File: src/hw/cpa_map.svh
// Offsets, field positions, reset values and timing counts of the control place arbiter.
// Assumes a 25 MHz core clock and 32-bit AXI4-Lite register access.
`ifndef CPA_MAP_SVH
`define CPA_MAP_SVH

// ****************************************
// Register byte offsets
// ****************************************
`define CPA_OFS_CFG       12'h000
`define CPA_OFS_PRIO      12'h004
`define CPA_OFS_ENTIME    12'h008
`define CPA_OFS_CMD       12'h00c
`define CPA_OFS_STATUS    12'h010

// ****************************************
// Configuration fields
// ****************************************
`define CPA_CFG_DEF_LSB   0
`define CPA_CFG_FMODE_LSB 2
`define CPA_CFG_INDEP     4
`define CPA_CFG_RELMODE   5
`define CPA_CFG_LOCAL_LSB 6
`define CPA_CFG_CONT_LOC  8
`define CPA_CFG_CONT_IO   9
`define CPA_CFG_IOSM_LSB  10
`define CPA_CFG_RST       32'h0000_0001
// Slot i: bits [3i+1:3i] place code, bit 3i+2 slot enabled. PC, local, I/O, fieldbus.
`define CPA_PRIO_RST      32'h0000_0dec

// ****************************************
// Command bits (write-only pulses)
// ****************************************
`define CPA_CMD_TAKE      0
`define CPA_CMD_RELEASE   1
`define CPA_CMD_START     2
`define CPA_CMD_STOP      3
`define CPA_CMD_RESET     4

// ****************************************
// Timing
// ****************************************
`define CPA_CLK_HZ        25000000
`define CPA_EN_MAX_MS     1000
`define CPA_EN_MAX_CYC    (`CPA_EN_MAX_MS * (`CPA_CLK_HZ / 1000))

`endif

File: src/hw/cpa_pkg.sv
// Types shared by the control place arbiter.
// Assumes nothing beyond a SystemVerilog compiler.
package cpa_pkg;
	typedef enum logic [1:0] {
		CPA_PC    = 2'h0,
		CPA_LOCAL = 2'h1,
		CPA_FB    = 2'h2,
		CPA_IO    = 2'h3
	} cpa_place_t;

	typedef enum logic [2:0] {
		CPA_EN_IDLE = 3'b001,
		CPA_EN_BUSY = 3'b010,
		CPA_EN_DONE = 3'b100
	} cpa_en_state_t;
endpackage : cpa_pkg

File: src/hw/cpa_arbiter.sv
// Control place arbiter: picks the commanding place and gates start, stop and reset.
// Assumes all inputs synchronous to core_clk and a single AXI4-Lite master.
`timescale 1ns/100ps
`include "cpa_map.svh"

module cpa_arbiter #(
	parameter logic [31:0] EN_MAX_CYC = `CPA_EN_MAX_CYC
) (
	input  wire logic              core_clk,
	input  wire logic              srst,
	input  wire logic [11:0]       s_axi_awaddr,
	input  wire logic              s_axi_awvalid,
	output logic                   s_axi_awready,
	input  wire logic [31:0]       s_axi_wdata,
	input  wire logic [3:0]        s_axi_wstrb,
	input  wire logic              s_axi_wvalid,
	output logic                   s_axi_wready,
	output logic [1:0]             s_axi_bresp,
	output logic                   s_axi_bvalid,
	input  wire logic              s_axi_bready,
	input  wire logic [11:0]       s_axi_araddr,
	input  wire logic              s_axi_arvalid,
	output logic                   s_axi_arready,
	output logic [31:0]            s_axi_rdata,
	output logic [1:0]             s_axi_rresp,
	output logic                   s_axi_rvalid,
	input  wire logic              s_axi_rready,
	input  wire logic              local_remote_key,
	input  wire logic              panel_start,
	input  wire logic              panel_stop,
	input  wire logic              panel_reset,
	input  wire logic              fb_force,
	input  wire logic              fb_start,
	input  wire logic              fb_stop,
	input  wire logic              fb_reset,
	input  wire logic              io_force,
	input  wire logic              io_start,
	input  wire logic              io_stop_ok,
	input  wire logic              io_reset,
	input  wire logic              quick_stop_n,
	input  wire logic              energize_done,
	output cpa_pkg::cpa_place_t    active_place,
	output logic                   run_cmd,
	output logic                   fault_reset,
	output logic                   energize_busy,
	output logic                   energize_abort,
	output logic                   energize_fault
);
	import cpa_pkg::*;

	// ****************************************
	// Register slave
	// ****************************************
	logic        aw_held_reg;
	logic [11:0] aw_addr_reg;
	logic        w_held_reg;
	logic [31:0] w_data_reg;
	logic [3:0]  w_strb_reg;
	logic [31:0] cfg_reg;
	logic [31:0] prio_reg;
	logic [31:0] entime_reg;
	logic [4:0]  cmd_reg;
	logic [31:0] status_word;
	logic        wr_fire;

	assign wr_fire = aw_held_reg && w_held_reg && !s_axi_bvalid;

	always_ff @(posedge core_clk) begin
		if (srst) begin
			aw_held_reg   <= 1'b0;
			w_held_reg    <= 1'b0;
			aw_addr_reg   <= 12'h000;
			w_data_reg    <= 32'h0000_0000;
			w_strb_reg    <= 4'h0;
			s_axi_awready <= 1'b0;
			s_axi_wready  <= 1'b0;
			s_axi_bvalid  <= 1'b0;
			s_axi_bresp   <= 2'b00;
		end else begin
			s_axi_awready <= !aw_held_reg && !s_axi_awready && s_axi_awvalid;
			s_axi_wready  <= !w_held_reg && !s_axi_wready && s_axi_wvalid;
			if (s_axi_awvalid && s_axi_awready) begin
				aw_held_reg <= 1'b1;
				aw_addr_reg <= s_axi_awaddr;
			end
			if (s_axi_wvalid && s_axi_wready) begin
				w_held_reg <= 1'b1;
				w_data_reg <= s_axi_wdata;
				w_strb_reg <= s_axi_wstrb;
			end
			if (wr_fire) begin
				aw_held_reg  <= 1'b0;
				w_held_reg   <= 1'b0;
				s_axi_bvalid <= 1'b1;
				if (aw_addr_reg == `CPA_OFS_CFG || aw_addr_reg == `CPA_OFS_PRIO ||
				    aw_addr_reg == `CPA_OFS_ENTIME || aw_addr_reg == `CPA_OFS_CMD) begin
					s_axi_bresp <= 2'b00;
				end else begin
					s_axi_bresp <= 2'b10;
				end
			end else if (s_axi_bready) begin
				s_axi_bvalid <= 1'b0;
			end
		end
	end

	function automatic logic [31:0] merge(input logic [31:0] old, input logic [31:0] val, input logic [3:0] be);
		logic [31:0] res;
		res = old;
		for (int i = 0; i < 4; i++) begin
			if (be[i]) begin
				res[8*i +: 8] = val[8*i +: 8];
			end
		end
		return res;
	endfunction : merge

	always_ff @(posedge core_clk) begin
		if (srst) begin
			cfg_reg    <= `CPA_CFG_RST;
			prio_reg   <= `CPA_PRIO_RST;
			entime_reg <= EN_MAX_CYC;
			cmd_reg    <= 5'h00;
		end else begin
			cmd_reg <= 5'h00;
			if (wr_fire) begin
				if (aw_addr_reg == `CPA_OFS_CFG) begin
					cfg_reg <= merge(cfg_reg, w_data_reg, w_strb_reg);
				end else if (aw_addr_reg == `CPA_OFS_PRIO) begin
					prio_reg <= merge(prio_reg, w_data_reg, w_strb_reg);
				end else if (aw_addr_reg == `CPA_OFS_ENTIME) begin
					entime_reg <= merge(entime_reg, w_data_reg, w_strb_reg);
				end else if (aw_addr_reg == `CPA_OFS_CMD && w_strb_reg[0]) begin
					cmd_reg <= w_data_reg[4:0];
				end
			end
		end
	end

	always_ff @(posedge core_clk) begin
		if (srst) begin
			s_axi_arready <= 1'b0;
			s_axi_rvalid  <= 1'b0;
			s_axi_rdata   <= 32'h0000_0000;
			s_axi_rresp   <= 2'b00;
		end else begin
			s_axi_arready <= !s_axi_arready && !s_axi_rvalid && s_axi_arvalid;
			if (s_axi_arvalid && s_axi_arready) begin
				s_axi_rvalid <= 1'b1;
				s_axi_rresp  <= 2'b00;
				if (s_axi_araddr == `CPA_OFS_CFG) begin
					s_axi_rdata <= cfg_reg;
				end else if (s_axi_araddr == `CPA_OFS_PRIO) begin
					s_axi_rdata <= prio_reg;
				end else if (s_axi_araddr == `CPA_OFS_ENTIME) begin
					s_axi_rdata <= entime_reg;
				end else if (s_axi_araddr == `CPA_OFS_STATUS) begin
					s_axi_rdata <= status_word;
				end else if (s_axi_araddr == `CPA_OFS_CMD) begin
					s_axi_rdata <= 32'h0000_0000;
				end else begin
					s_axi_rdata <= 32'h0000_0000;
					s_axi_rresp <= 2'b10;
				end
			end else if (s_axi_rready) begin
				s_axi_rvalid <= 1'b0;
			end
		end
	end

	// ****************************************
	// Forcing and place selection
	// ****************************************
	cpa_place_t  def_place;
	logic [1:0]  force_mode;
	logic [1:0]  local_mode;
	logic [1:0]  io_smode;
	logic        pc_forced_reg;
	logic        fb_forced_reg;
	logic        io_forced_reg;
	logic        fb_force_prev_reg;
	logic        io_force_prev_reg;
	logic [3:0]  forced;
	logic [3:0]  forced_prev_reg;
	cpa_place_t  def_prev_reg;
	cpa_place_t  cand;
	cpa_place_t  active_next;
	logic        reselect;

	assign def_place  = cpa_place_t'(cfg_reg[`CPA_CFG_DEF_LSB +: 2]);
	assign force_mode = cfg_reg[`CPA_CFG_FMODE_LSB +: 2];
	assign local_mode = cfg_reg[`CPA_CFG_LOCAL_LSB +: 2];
	assign io_smode   = cfg_reg[`CPA_CFG_IOSM_LSB +: 2];

	always_ff @(posedge core_clk) begin
		if (srst) begin
			pc_forced_reg     <= 1'b0;
			fb_forced_reg     <= 1'b0;
			io_forced_reg     <= 1'b0;
			fb_force_prev_reg <= 1'b0;
			io_force_prev_reg <= 1'b0;
		end else begin
			fb_force_prev_reg <= fb_force;
			io_force_prev_reg <= io_force;
			if (cmd_reg[`CPA_CMD_TAKE]) begin
				pc_forced_reg <= 1'b1;
			end else if (cmd_reg[`CPA_CMD_RELEASE]) begin
				pc_forced_reg <= 1'b0;
			end
			if (!force_mode[0]) begin
				fb_forced_reg <= fb_force;
			end else if (fb_force && !fb_force_prev_reg) begin
				fb_forced_reg <= !fb_forced_reg;
			end
			if (!force_mode[1]) begin
				io_forced_reg <= io_force;
			end else if (io_force && !io_force_prev_reg) begin
				io_forced_reg <= !io_forced_reg;
			end
		end
	end

	// Local forcing is the panel key, and it vanishes when local mode is denied.
	assign forced = {io_forced_reg, fb_forced_reg, local_remote_key && local_mode != 2'h2, pc_forced_reg};

	always_comb begin
		cand = def_place;
		for (int s = 3; s >= 0; s--) begin
			if (prio_reg[3*s + 2] && forced[prio_reg[3*s +: 2]]) begin
				cand = cpa_place_t'(prio_reg[3*s +: 2]);
			end
		end
		if (pc_forced_reg) begin
			cand = CPA_PC;
		end
	end

	// A fresh forcing or a new default always reselects; a mere release does so only in mode 1.
	assign reselect    = cfg_reg[`CPA_CFG_RELMODE] || |(forced & ~forced_prev_reg) || def_place != def_prev_reg;
	assign active_next = reselect ? cand : active_place;

	always_ff @(posedge core_clk) begin
		if (srst) begin
			active_place    <= CPA_LOCAL;
			forced_prev_reg <= 4'h0;
			def_prev_reg    <= CPA_LOCAL;
		end else begin
			active_place    <= active_next;
			forced_prev_reg <= forced;
			def_prev_reg    <= def_place;
		end
	end

	// ****************************************
	// Start, stop and reset gating
	// ****************************************
	logic io_start_prev_reg;
	logic io_rise;

	assign io_rise = io_start && !io_start_prev_reg;

	always_ff @(posedge core_clk) begin
		if (srst) begin
			run_cmd           <= 1'b0;
			io_start_prev_reg <= 1'b0;
		end else begin
			io_start_prev_reg <= io_start;
			if (!quick_stop_n) begin
				run_cmd <= 1'b0;
			end else if (active_next != active_place) begin
				case (active_next)
					CPA_LOCAL: run_cmd <= run_cmd && cfg_reg[`CPA_CFG_CONT_LOC];
					CPA_IO:    run_cmd <= (io_smode == 2'h0) ? io_start :
					                      run_cmd && cfg_reg[`CPA_CFG_CONT_IO] && io_stop_ok;
					CPA_FB:    run_cmd <= fb_start && !fb_stop;
					default:   run_cmd <= 1'b0;
				endcase
			end else begin
				case (active_place)
					CPA_PC: begin
						if (cmd_reg[`CPA_CMD_STOP]) begin
							run_cmd <= 1'b0;
						end else if (cmd_reg[`CPA_CMD_START]) begin
							run_cmd <= 1'b1;
						end
					end
					CPA_LOCAL: begin
						if (panel_stop) begin
							run_cmd <= 1'b0;
						end else if (panel_start && local_mode == 2'h0) begin
							run_cmd <= 1'b1;
						end
					end
					CPA_FB: begin
						run_cmd <= fb_start && !fb_stop;
					end
					default: begin
						if (!io_stop_ok) begin
							run_cmd <= 1'b0;
						end else if (io_smode == 2'h0) begin
							run_cmd <= io_start;
						end else if (io_rise) begin
							run_cmd <= 1'b1;
						end else if (io_smode == 2'h1 && !io_start) begin
							run_cmd <= 1'b0;
						end
					end
				endcase
			end
		end
	end

	logic [3:0] rst_src;
	assign rst_src = {io_reset, fb_reset, panel_reset, cmd_reg[`CPA_CMD_RESET]};

	always_ff @(posedge core_clk) begin
		if (srst) begin
			fault_reset <= 1'b0;
		end else if (cfg_reg[`CPA_CFG_INDEP]) begin
			fault_reset <= |rst_src;
		end else begin
			fault_reset <= rst_src[active_place];
		end
	end

	// ****************************************
	// Energization supervision
	// ****************************************
	cpa_en_state_t en_state_reg;
	logic [31:0]   en_cnt_reg;
	logic          run_prev_reg;

	always_ff @(posedge core_clk) begin
		if (srst) begin
			en_state_reg   <= CPA_EN_IDLE;
			en_cnt_reg     <= 32'h0000_0000;
			run_prev_reg   <= 1'b0;
			energize_abort <= 1'b0;
			energize_fault <= 1'b0;
		end else begin
			run_prev_reg   <= run_cmd;
			energize_abort <= 1'b0;
			if (fault_reset) begin
				energize_fault <= 1'b0;
			end
			case (en_state_reg)
				CPA_EN_IDLE: begin
					en_cnt_reg <= 32'h0000_0000;
					if (run_cmd && !run_prev_reg) begin
						en_state_reg <= CPA_EN_BUSY;
					end
				end
				CPA_EN_BUSY: begin
					en_cnt_reg <= en_cnt_reg + 32'h0000_0001;
					if (energize_done) begin
						en_state_reg <= CPA_EN_DONE;
					end else if (!run_cmd) begin
						en_state_reg <= CPA_EN_IDLE;
					end else if (en_cnt_reg + 32'h0000_0001 >= entime_reg) begin
						en_state_reg   <= CPA_EN_IDLE;
						energize_abort <= 1'b1;
						energize_fault <= 1'b1;
					end
				end
				default: begin
					if (!run_cmd) begin
						en_state_reg <= CPA_EN_IDLE;
					end
				end
			endcase
		end
	end

	always_ff @(posedge core_clk) begin
		if (srst) begin
			energize_busy <= 1'b0;
		end else begin
			energize_busy <= en_state_reg == CPA_EN_BUSY;
		end
	end

	assign status_word = {23'h000000, en_state_reg == CPA_EN_BUSY, energize_fault, run_cmd, forced, active_place};
endmodule : cpa_arbiter

File: config.mk
export PLATFORM = sky130hd
export DESIGN_NAME = cpa_arbiter
export DESIGN_NICKNAME = d
export VERILOG_FILES = /design/src/hw/cpa_pkg.sv /design/src/hw/cpa_arbiter.sv
export VERILOG_INCLUDE_DIRS = /design/src /design/src/hw
export SDC_FILE = /design/constraint.sdc
export NUM_CORES = 1
export LEC_CHECK = 0
export ABC_AREA = 0
export BUFFER_PORTS_ARGS = -buffer_cell sky130_fd_sc_hd__buf_2
export CORE_ASPECT_RATIO = 1.75
export CORE_MARGIN = 1
export CORE_UTILIZATION = 40
export DETAILED_ROUTE_END_ITERATION = 8
export SYNTH_ARGS = -nofsm -noshare
export SYNTH_HDL_FRONTEND = slang
export SYNTH_SLANG_ARGS = --single-unit
File: constraint.sdc
create_clock -name core_clk -period 3.2 [get_ports core_clk]
set_clock_uncertainty 0.2 [all_clocks]
set_input_delay 0.96 -clock core_clk [delete_from_list [all_inputs] [get_ports core_clk]]
set_output_delay 0.96 -clock core_clk [all_outputs]
set_load 0.02 [all_outputs]
==> Word level (Yosys, flattened, before mapping) <==
Index checks and enable logic that the tools add are counted.
{ "totals": {"romBits": 0, "latchBits": 0, "register_bits": 247, "mem_bits_rw": 0, "out_inout_bits": 48, "memories": 0, "inputBits": 81} }
{ "op_classes": {"div_mod_pow": 0, "magnitude_cmp": 6, "mul": 0, "n_mux": 62, "bitwise_logic": 9, "shifts": 0, "n_reduce_logical": 76, "n_eq_ne": 26, "n_addsub": 1} }
{ "op_table": {"columns": ["cell", "count"], "rows": [
  ["32-bit two-way mux", 3],
  ["32-bit one-hot mux with 2 select lines", 1],
  ["12-bit by 4-bit equality test with 1-bit output (second input constant)", 4],
  ["32-bit by 1-bit adder with 32-bit output (second input constant)", 1],
  ["32-bit >= comparator", 1],
  ["1-bit two-way mux", 32],
  ["1-bit logical AND", 27],
  ["12-bit by 3-bit equality test with 1-bit output (second input constant)", 2],
  ["12-bit zero test", 2],
  ["2-bit two-way mux", 12],
  ["5-bit AND reduction", 4],
  ["3-bit AND reduction", 6],
  ["4-bit AND reduction", 4],
  ["1-bit zero test", 15],
  ["2-bit by 3-bit less-than comparator with 1-bit output (second input constant)", 5],
  ["3-bit two-way mux", 5],
  ["12-bit by 5-bit equality test with 1-bit output (second input constant)", 1],
  ["4-bit OR reduction", 3],
  ["1-bit binary-select mux with 2-bit select", 5],
  ["9-bit two-way mux", 1],
  ["4-bit inequality test (second input constant)", 2],
  ["8-bit by 1-bit inequality test with 1-bit output (second input constant)", 1],
  ["2-bit nonzero test", 4],
  ["1-bit NOT", 7],
  ["other kinds (17)", 32]
]} }

==> Depth between registers and ports, before layout <==
Gate-level depths: netlist (run 1).
{ "depth": {"ltp_word": 14, "mapped_depth": 18, "mapped_depth_nobuf": 16} }

==> Worst setup path after synthesis (run 1) <==
No wires, ideal clock.
{ "synth_path": {"path_kind": "register to register", "startpoint": "register en_cnt_reg[0]", "endpoint": "register en_state_reg[0]", "setup_ps": 123, "stages_incl_launch_ff": 19, "path_slack_ps": -104, "period_less_slack_ps": 3304, "n_path_buf": 2, "t_arrival_ps": 2982, "path_cell_list": "dfxtp_1 ha_1 and3_1 clkbuf_1 nand2_1 nor4_1 and3_1 buf_2 nand3_1 xnor2_1 ha_1 a21o_1 a21o_1 a21oi_1 o21ai_0 a31oi_1 inv_1 o21ai_0 a21oi_1"} }
{ "synth_between": {"elab_chain_len": 4} }
{ "synth_lines": {"columns": ["item", "line", "rtl"], "rows": [
  ["start, declared", "cpa_arbiter.sv:330", "logic [31:0] en_cnt_reg;"],
  ["start signal, assigned", "cpa_arbiter.sv:354", "en_cnt_reg <= en_cnt_reg + 32'h0000_0001;"],
  ["32-bit by 1-bit adder with 32-bit output", "cpa_arbiter.sv:359", "end else if (en_cnt_reg + 32'h0000_0001 >= entime_reg) begin"],
  ["32-bit >= comparator", "cpa_arbiter.sv:359", null],
  ["4-bit by 3-bit inequality test with 1-bit output (no source line)", null, null],
  ["3-bit AND reduction (no source line)", null, null],
  ["end signal, assigned", "cpa_arbiter.sv:358", "en_state_reg <= CPA_EN_IDLE;"],
  ["end signal, assigned", "cpa_arbiter.sv:360", "en_state_reg <= CPA_EN_IDLE;"],
  ["end signal, assigned", "cpa_arbiter.sv:367", "en_state_reg <= CPA_EN_IDLE;"],
  ["end, declared", "cpa_arbiter.sv:329", "cpa_en_state_t en_state_reg;"]
]} }
No other way between the ends.
A chain may end at the register's enable or synchronous reset.

==> Final worst setup path (run 1) <==
{ "layout_path": {"startpoint": "register en_cnt_reg[0]", "endpoint": "register energize_fault"} }
{ "layout_between": {"elab_chain_len": 6} }
{ "layout_lines": {"columns": ["item", "line", "rtl"], "rows": [
  ["32-bit by 1-bit adder with 32-bit output", "cpa_arbiter.sv:359", null],
  ["32-bit >= comparator", "cpa_arbiter.sv:359", null],
  ["1-bit two-way mux", "cpa_arbiter.sv:359", null],
  ["1-bit two-way mux", "cpa_arbiter.sv:357", "end else if (!run_cmd) begin"],
  ["1-bit two-way mux", "cpa_arbiter.sv:355", "if (energize_done) begin"],
  ["1-bit two-way mux", "cpa_arbiter.sv:346", "case (en_state_reg)"],
  ["end signal, assigned", "cpa_arbiter.sv:339", "energize_fault <= 1'b0;"],
  ["end signal, assigned", "cpa_arbiter.sv:344", "energize_fault <= 1'b0;"],
  ["end signal, assigned", "cpa_arbiter.sv:362", "energize_fault <= 1'b1;"],
  ["end, declared", "cpa_arbiter.sv:47", "output logic energize_fault"]
]} }
No other way between the ends.

==> results of run 1 <==
## per-stage QoR
| stage | hold slack (ps) | setup TNS (ps) | area, um2 |
|---|---|---|---|
| 2_1_floorplan | 213 | 0 | 11200 |
| 3_3_place_gp | 216 | -352 | 12500 |
| 3_5_place_dp | 238 | -529 | 12500 |
| 4_1_cts | 250 | -147 | 13400 |
| 5_1_grt | 270 | -813 | 13600 |
| 6_report | 243 | -94.0 | 13600 |
## area by class of cell
cell class | instances | share of cell area [%]
Multi-Input combinational cell | 920 | 43.3
Sequential cell | 245 | 36.1
Timing Repair Buffer | 202 | 9.52
Clock buffer | 33 | 5.10
Tap cell | 369 | 3.39
Inverter | 63 | 1.74
Clock inverter | 9 | 0.854
Antenna cell | 1 | 0.0184
## worst paths after layout
check                        startpoint                   endpoint  cells past startpoint  slack (ps)
max          en_cnt_reg[0]$_SDFFE_PP0N_  energize_fault$_SDFF_PP0_                     16         -40
min           s_axi_rvalid$_SDFFE_PP0P_   s_axi_arready$_SDFF_PP0_                      1         240
max reg2reg  en_cnt_reg[0]$_SDFFE_PP0N_  energize_fault$_SDFF_PP0_                     16         -40
min reg2reg   s_axi_rvalid$_SDFFE_PP0P_   s_axi_arready$_SDFF_PP0_                      1         240
## power groups by stage
| stage | Clock [mW] | Combinational [mW] | Sequential, mW |
|---|---|---|---|
| 2_1_floorplan | 0 | 0.214 | 3.22 |
| 3_3_place_gp | 0 | 0.363 | 3.22 |
| 3_5_place_dp | 0 | 0.367 | 3.22 |
| 4_1_cts | 2.97 | 0.369 | 3.15 |
| 5_1_grt | 3.08 | 0.404 | 3.15 |
| 6_report | 2.90 | 0.364 | 3.15 |
## cell families after synthesis
family	after synthesis	share of synthesized area, %
simple gates	491	19.8
mux	85	7.84
other cells	1	0.0336
xor+xnor	33	2.59
buf+inv	145	5.11
fa+ha+maj	33	3.70
compound gates	276	17.0
flops	245	44.0
## synthesized netlist by cell type, drive strengths merged, types with 18 or more instances
| cell | instances | area (um2) |
|---|---|---|
| a22oi | 18 | 135 |
| a211oi | 28 | 210 |
| nor3 | 22 | 110 |
| inv | 63 | 236 |
| mux2i | 81 | 811 |
| clkbuf | 67 | 251 |
| dfxtp | 245 | 4900 |
| ha | 33 | 413 |
| o21ai | 36 | 180 |
| nor2 | 211 | 792 |
| a211o | 21 | 184 |
| a222oi | 23 | 230 |
| a21oi | 95 | 479 |
| nand2 | 141 | 532 |
| nand3 | 19 | 95.1 |
## cell usage in the layout (no fill, tap or decap), types with 12 or more instances in the layout
cell type,synthesis,final
nand2_1,140,136
nor2b_1,16,14
a21oi_1,94,90
a211oi_1,28,28
xnor2_1,17,13
buf_4,4,66
o21ai_0,33,29
nand2b_1,15,14
buf_2,8,125
a22oi_1,18,18
and3_1,17,13
a222oi_1,23,23
a21o_1,12,12
nand3_1,19,17
a211o_1,21,21
mux2i_1,81,81
dfxtp_1,245,239
a32oi_1,13,13
inv_1,62,62
nor3_1,22,21
ha_1,33,32
nor2_1,211,207
nand4_1,12,12
xor2_1,16,14
clkbuf_16,0,24
## what timing repair did
action	CTS	global route
setup endpoints to repair	4	4
gates resized for setup	22	32
pin swaps	22	29
setup buffers	4	8
## worst reg2reg max path, stage by stage, from the launching register on
cell      delay (ps)
dfxtp_4          360
buf_6            120
nand2_4           60
nor4_4           280
buf_4            180
nand2b_4          70
buf_6            130
buf_4            140
nor2b_2          110
xor2_1           200
ha_1             280
o21ai_1           90
a21oi_1           90
o31a_1           240
o31a_1           350
nor2_2           150
o32ai_1           70
## metal layers
layer	wire (um)	GRT usage [%]	vias up
li1	-	-	4846
met3	1090	2.16	77
met2	16200	40.9	218
met1	11800	23.4	4569
met4	1790	12.4	0
met5	0	0	-
==> metrics, run 1 <==
combinational share of power around 5.7%; overall routing resource usage 21.9%; DRT Pass-1 Iters 8; Pwr per Cell Area between 400 and 500 nW/um2; Core Rows 80; Sw Share between 20% and 30%; Final Hold Viols 0; crit share post-route 101%; syn_area_per_cell 8.52 um2; CTS Hold Buffers Added 0; critical path's top delay family compound AO/OA/AOI/OAI gates; RSZ-0062 raised after global routing true; worst skew pair latency 540 ps; Psw between 1 and 1.5 mW; Clock Sinks 245; final setup vio count 4; vias in the first global route 9710; Final Max Slew Viols 0; Clock Power Share 45.2%; clock transition at the registers of the reported paths roughly 70 ps; Buf+Inv Stages, Crit Path 4; Flop pwr share 49.1%; Slew Limit Headroom 42.9%; Final nets about 1600; CP max stage delay 360 ps; DRC 0; post-route minimum period between 3000 and 4000 ps; clock tree buffer depth 3; share of layout cells above drive strength 1 20.3%; clock root buffer master clkbuf_16; Worst EP arrival 3440 ps; Fillers roughly 2700; leakage 5.67 nW; H-tree lvl count 1; EDFF count, synth 0; crit-path cells buf_6 -> nand2_4 -> nor4_4 -> buf_4 -> nand2b_4 -> buf_6 -> buf_4 -> nor2b_2 -> xor2_1 -> ha_1 -> o21ai_1 -> a21oi_1 -> o31a_1 -> o31a_1 -> nor2_2 -> o32ai_1; area occupied by multi-input gates ~5900 um2; post-route ant nets 0; Via density 5.27; die area 28600 um2; post-route setup slack -41.6 ps; antenna violations before repair 1; CP Launch Type flip-flop; status complete, but fails checks; first-pass GRT wire length roughly 50 mm; Crit-path slowest cell dfxtp_4; CP Max Fanout 5; I/O pin cnt 129; HPWL after detailed placement approximately 22 mm; Post-Syn Instances 1309; initial drt markers 501; post-layout util 49.9%; DR vias about 10000; Crit path required time 3400 ps; Layout Cells excl Fill 1842; Core ar. 27300 um2; Initial Util 40.8%; Pint about 4.9 mW; grt total ovfl 0; Detailed Route WL 30.9 mm; Worst Path Class, Setup flip-flop to flip-flop; pre-CTS setup slack -170 ps; Area Overhead vs Synth 22.2%; Peak Freq 308 MHz; #FFs+latches synth 245; I/O Buffers 126; Hold Path Class flip-flop to flip-flop; routability cong. 0.918; Synth cell types 66; WL per Instance 16.8 um; CTS tree yes; Setup crit end kind flip-flop; Max Cap Viol 0; Final Power 6.41 mW; DP Cell Count 1787; cell area after synthesis between 10000 and 15000 um2; failing checks negative setup slack; register area 4920 um2; worst slew pin tran 844 ps; fraction of registers with async set/reset 0%; largest net degree at the start of global routing 125; Top FF cell, synth dfxtp_1; die width between 100 and 150 um; CTS Buf Count 24; Die Y 223 um; Peak VDD IR 0.377 mV; register area share after synthesis 44.0%; Ys Warns 0
Power figures use the tool's default switching activity.
==> run 2, diff against run 1 <==
--- a/config.mk
+++ b/config.mk
@@ -8,10 +8,11 @@
 export LEC_CHECK = 0
 export ABC_AREA = 0
 export BUFFER_PORTS_ARGS = -buffer_cell sky130_fd_sc_hd__buf_2
-export CORE_ASPECT_RATIO = 1.75
+export CORE_ASPECT_RATIO = 1.1
 export CORE_MARGIN = 1
 export CORE_UTILIZATION = 40
 export DETAILED_ROUTE_END_ITERATION = 8
+export REMOVE_ABC_BUFFERS = 1
 export SYNTH_ARGS = -nofsm -noshare
 export SYNTH_HDL_FRONTEND = slang
 export SYNTH_SLANG_ARGS = --single-unit
==> run 2 against run 1 <==
The run now ends clean; sequential power is essentially flat; non-clock buffer count shrank 4; first-iteration DRC count grew 37%; global-route usage is 0.72 points lower; critical path depth down 1; fmax up 2.8%; flip-flop and latch count did not move; combinational power grew 3%; via count is 0.59% higher; setup slack improved by 88 ps; utilization decreased by 0.12 points; largest power group unchanged; highest routed layer unchanged.
==> metrics, run 2 (synthesis gave the netlist of run 1 again) <==
worst slew pin tran 710 ps; RSZ-0062 raised after global routing true; worst hold start aw_addr_reg[4]$_SDFFE_PP0P_; Die Y 177 um; Final Hold Viols 0; CP max stage delay 340 ps; largest net degree at the start of global routing 124; Slew Limit Headroom 52.6%; Peak Freq between 300 and 400 MHz; clock transition at the registers of the reported paths 60 ps; CP Launch Type flip-flop; CP Max Fanout 4; die width around 160 um; Post-DP Area 12500 um2; crit share post-route 98.6%; post-layout util 49.8%; R2R cell count 15; Hold Path Class flip-flop to flip-flop; Worst Path Class, Setup flip-flop to flip-flop; post-route minimum period 3150 ps; worst skew pair latency 530 ps; post-route ant nets 0; post-route setup slack 46.2 ps; H-tree lvl count 1; most frequent cells in the layout dfxtp_1, nor2_1, nand2_1, buf_2, a21oi_1; Via density 5.35; crit-path cells ha_2 -> and3_4 -> nand2_2 -> nor4_2 -> buf_4 -> nand4_1 -> xnor2_2 -> ha_1 -> nor2b_1 -> o21ai_1 -> a21oi_1 -> o31a_1 -> o31a_1 -> nor2_1 -> o32ai_1; WL per Instance 16.6 um; Final nets 1569; status finished, final reports clean; CTS tree yes; Core Rows 63; Detailed Route WL 30.3 mm; WHS 255 ps; routability cong. 0.850; Worst EP arrival 3350 ps; commonest non-fill, non-tap cell in the layout dfxtp_1; Peak VDD IR 0.325 mV; I/O pin cnt about 130; hold depth 2; Initial Util 41.0%; Max Cap Viol 0; Crit-path slowest cell dfxtp_2; Crit path required time 3400 ps; Pwr per Cell Area 487 nW/um2; grt total ovfl 0; most used cell, CP o31a_1; Worst Setup SP en_cnt_reg[0]$_SDFFE_PP0N_; Area Overhead vs Synth 21.4%; vias in the first global route 9234; share of layout cells above drive strength 1 19.4%; DRC 0; pre-CTS setup slack -36.9 ps; final setup vio count 0; I/O Buffers ~130; Clock Sinks 245; DR vias 9767; Final Max Slew Viols 0; Fillers about 2600; CTS Buf Count 27; Min-Delay Endpoint aw_addr_reg[4]$_SDFFE_PP0P_; Finished Cell Area 13500 um2; Inserted Diodes 0; Setup crit end kind flip-flop; antenna violations before repair 0; FF-to-FF Start en_cnt_reg[0]$_SDFFE_PP0N_; CTS Hold Buffers Added 0; worst reg2reg setup slack 50 ps; initial drt markers between 600 and 700; overall routing resource usage 21.2%; clock tree buffer depth 3; DRT Pass-1 Iters 6; die area 28500 um2; first-pass GRT wire length 48.5 mm; HPWL after detailed placement 20.7 mm; RR Endpoint energize_fault$_SDFF_PP0_; Core ar. 27200 um2; clock root buffer master clkbuf_16; leakage 5.62 nW
run 2: changes by cell type in the layout (fill, tap and decap cells not counted), moves of 2 or more:
cell / before / now
clkbuf_1: 3 / 6
dfxtp_4: 2 / 0
nor4_4: 2 / 0
nor2b_1: 14 / 16
nand2_4: 2 / 0
nor4_2: 1 / 3
clkinvlp_4: 4 / 0
buf_6: 5 / 2
nand2_1: 136 / 138
clkbuf_16: 24 / 27
run 2: area by class of cell:
type / instances / area, um2 / area share [%]
Sequential cell: 245 / 4910 / 36.3
Multi-Input combinational cell: 920 / 5830 / 43.1
Clock buffer: 38 / 767 / 5.67
Tap cell: 357 / 447 / 3.30
Inverter: 63 / 236 / 1.75
Timing Repair Buffer: 198 / 1240 / 9.19
Clock inverter: 4 / 95.1 / 0.703
run 2: how the worst max path moves through the flow:
| stage | endpoint |
|---|---|
| 4_1_cts | energize_fault$_SDFF_PP0_ |
| 3_3_place_gp | en_state_reg[0]$_SDFFE_PP1P_ |
| 6_report | energize_fault$_SDFF_PP0_ |
| 3_5_place_dp | en_state_reg[0]$_SDFFE_PP1P_ |
| 2_1_floorplan | s_axi_rdata[10]$_SDFFE_PP0P_ |
| 5_1_grt | energize_fault$_SDFF_PP0_ |
run 2: per-stage QoR:
| stage | instances | TNS, ps | power [mW] |
|---|---|---|---|
| final | 1825 | 0 | 6.59 |
| after global routing | 1825 | -326 | 6.84 |
| after CTS | 1820 | 0 | 6.67 |
| after detailed placement | 1778 | -57.8 | 3.59 |
| after global placement | 1778 | -0.540 | 3.58 |
| after floorplan | 1228 | -18300 | 3.38 |
run 2: where the power goes:
part	leakage, nW	switching, mW	internal, mW
logic	3.21	0.235	0.139
registers	1.99	0.0479	3.10
clock network	0.422	1.19	1.88
total	5.62	1.47	5.12
run 2: metal layers:
| metal | vias up | routed length (um) | track usage [%] |
|---|---|---|---|
| met3 | 39 | 1580 | 2.95 |
| met4 | 0 | 495 | 5.46 |
| met2 | 247 | 14400 | 36.6 |
| met1 | 4643 | 13800 | 27.5 |
| met5 | - | 0 | 0 |
| li1 | 4838 | - | - |
run 2: critical path: cells and delay by family, from the launching register on:
family | cells | cell delay, ps
AND/OR/NAND/NOR | 6 | 830
flip-flops | 1 | 340
buffers and inverters | 1 | 180
XOR/XNOR | 1 | 180
adder cells (fa/ha/maj) | 2 | 470
AO/OA/AOI/OAI | 5 | 810
run 2: what timing repair did:
action,in CTS,in global routing
endpoints found under the hold margin,0,0
resized for setup,9,28
pin swaps,5,24
buffers inserted,0,5
endpoints found under the setup margin,4,4
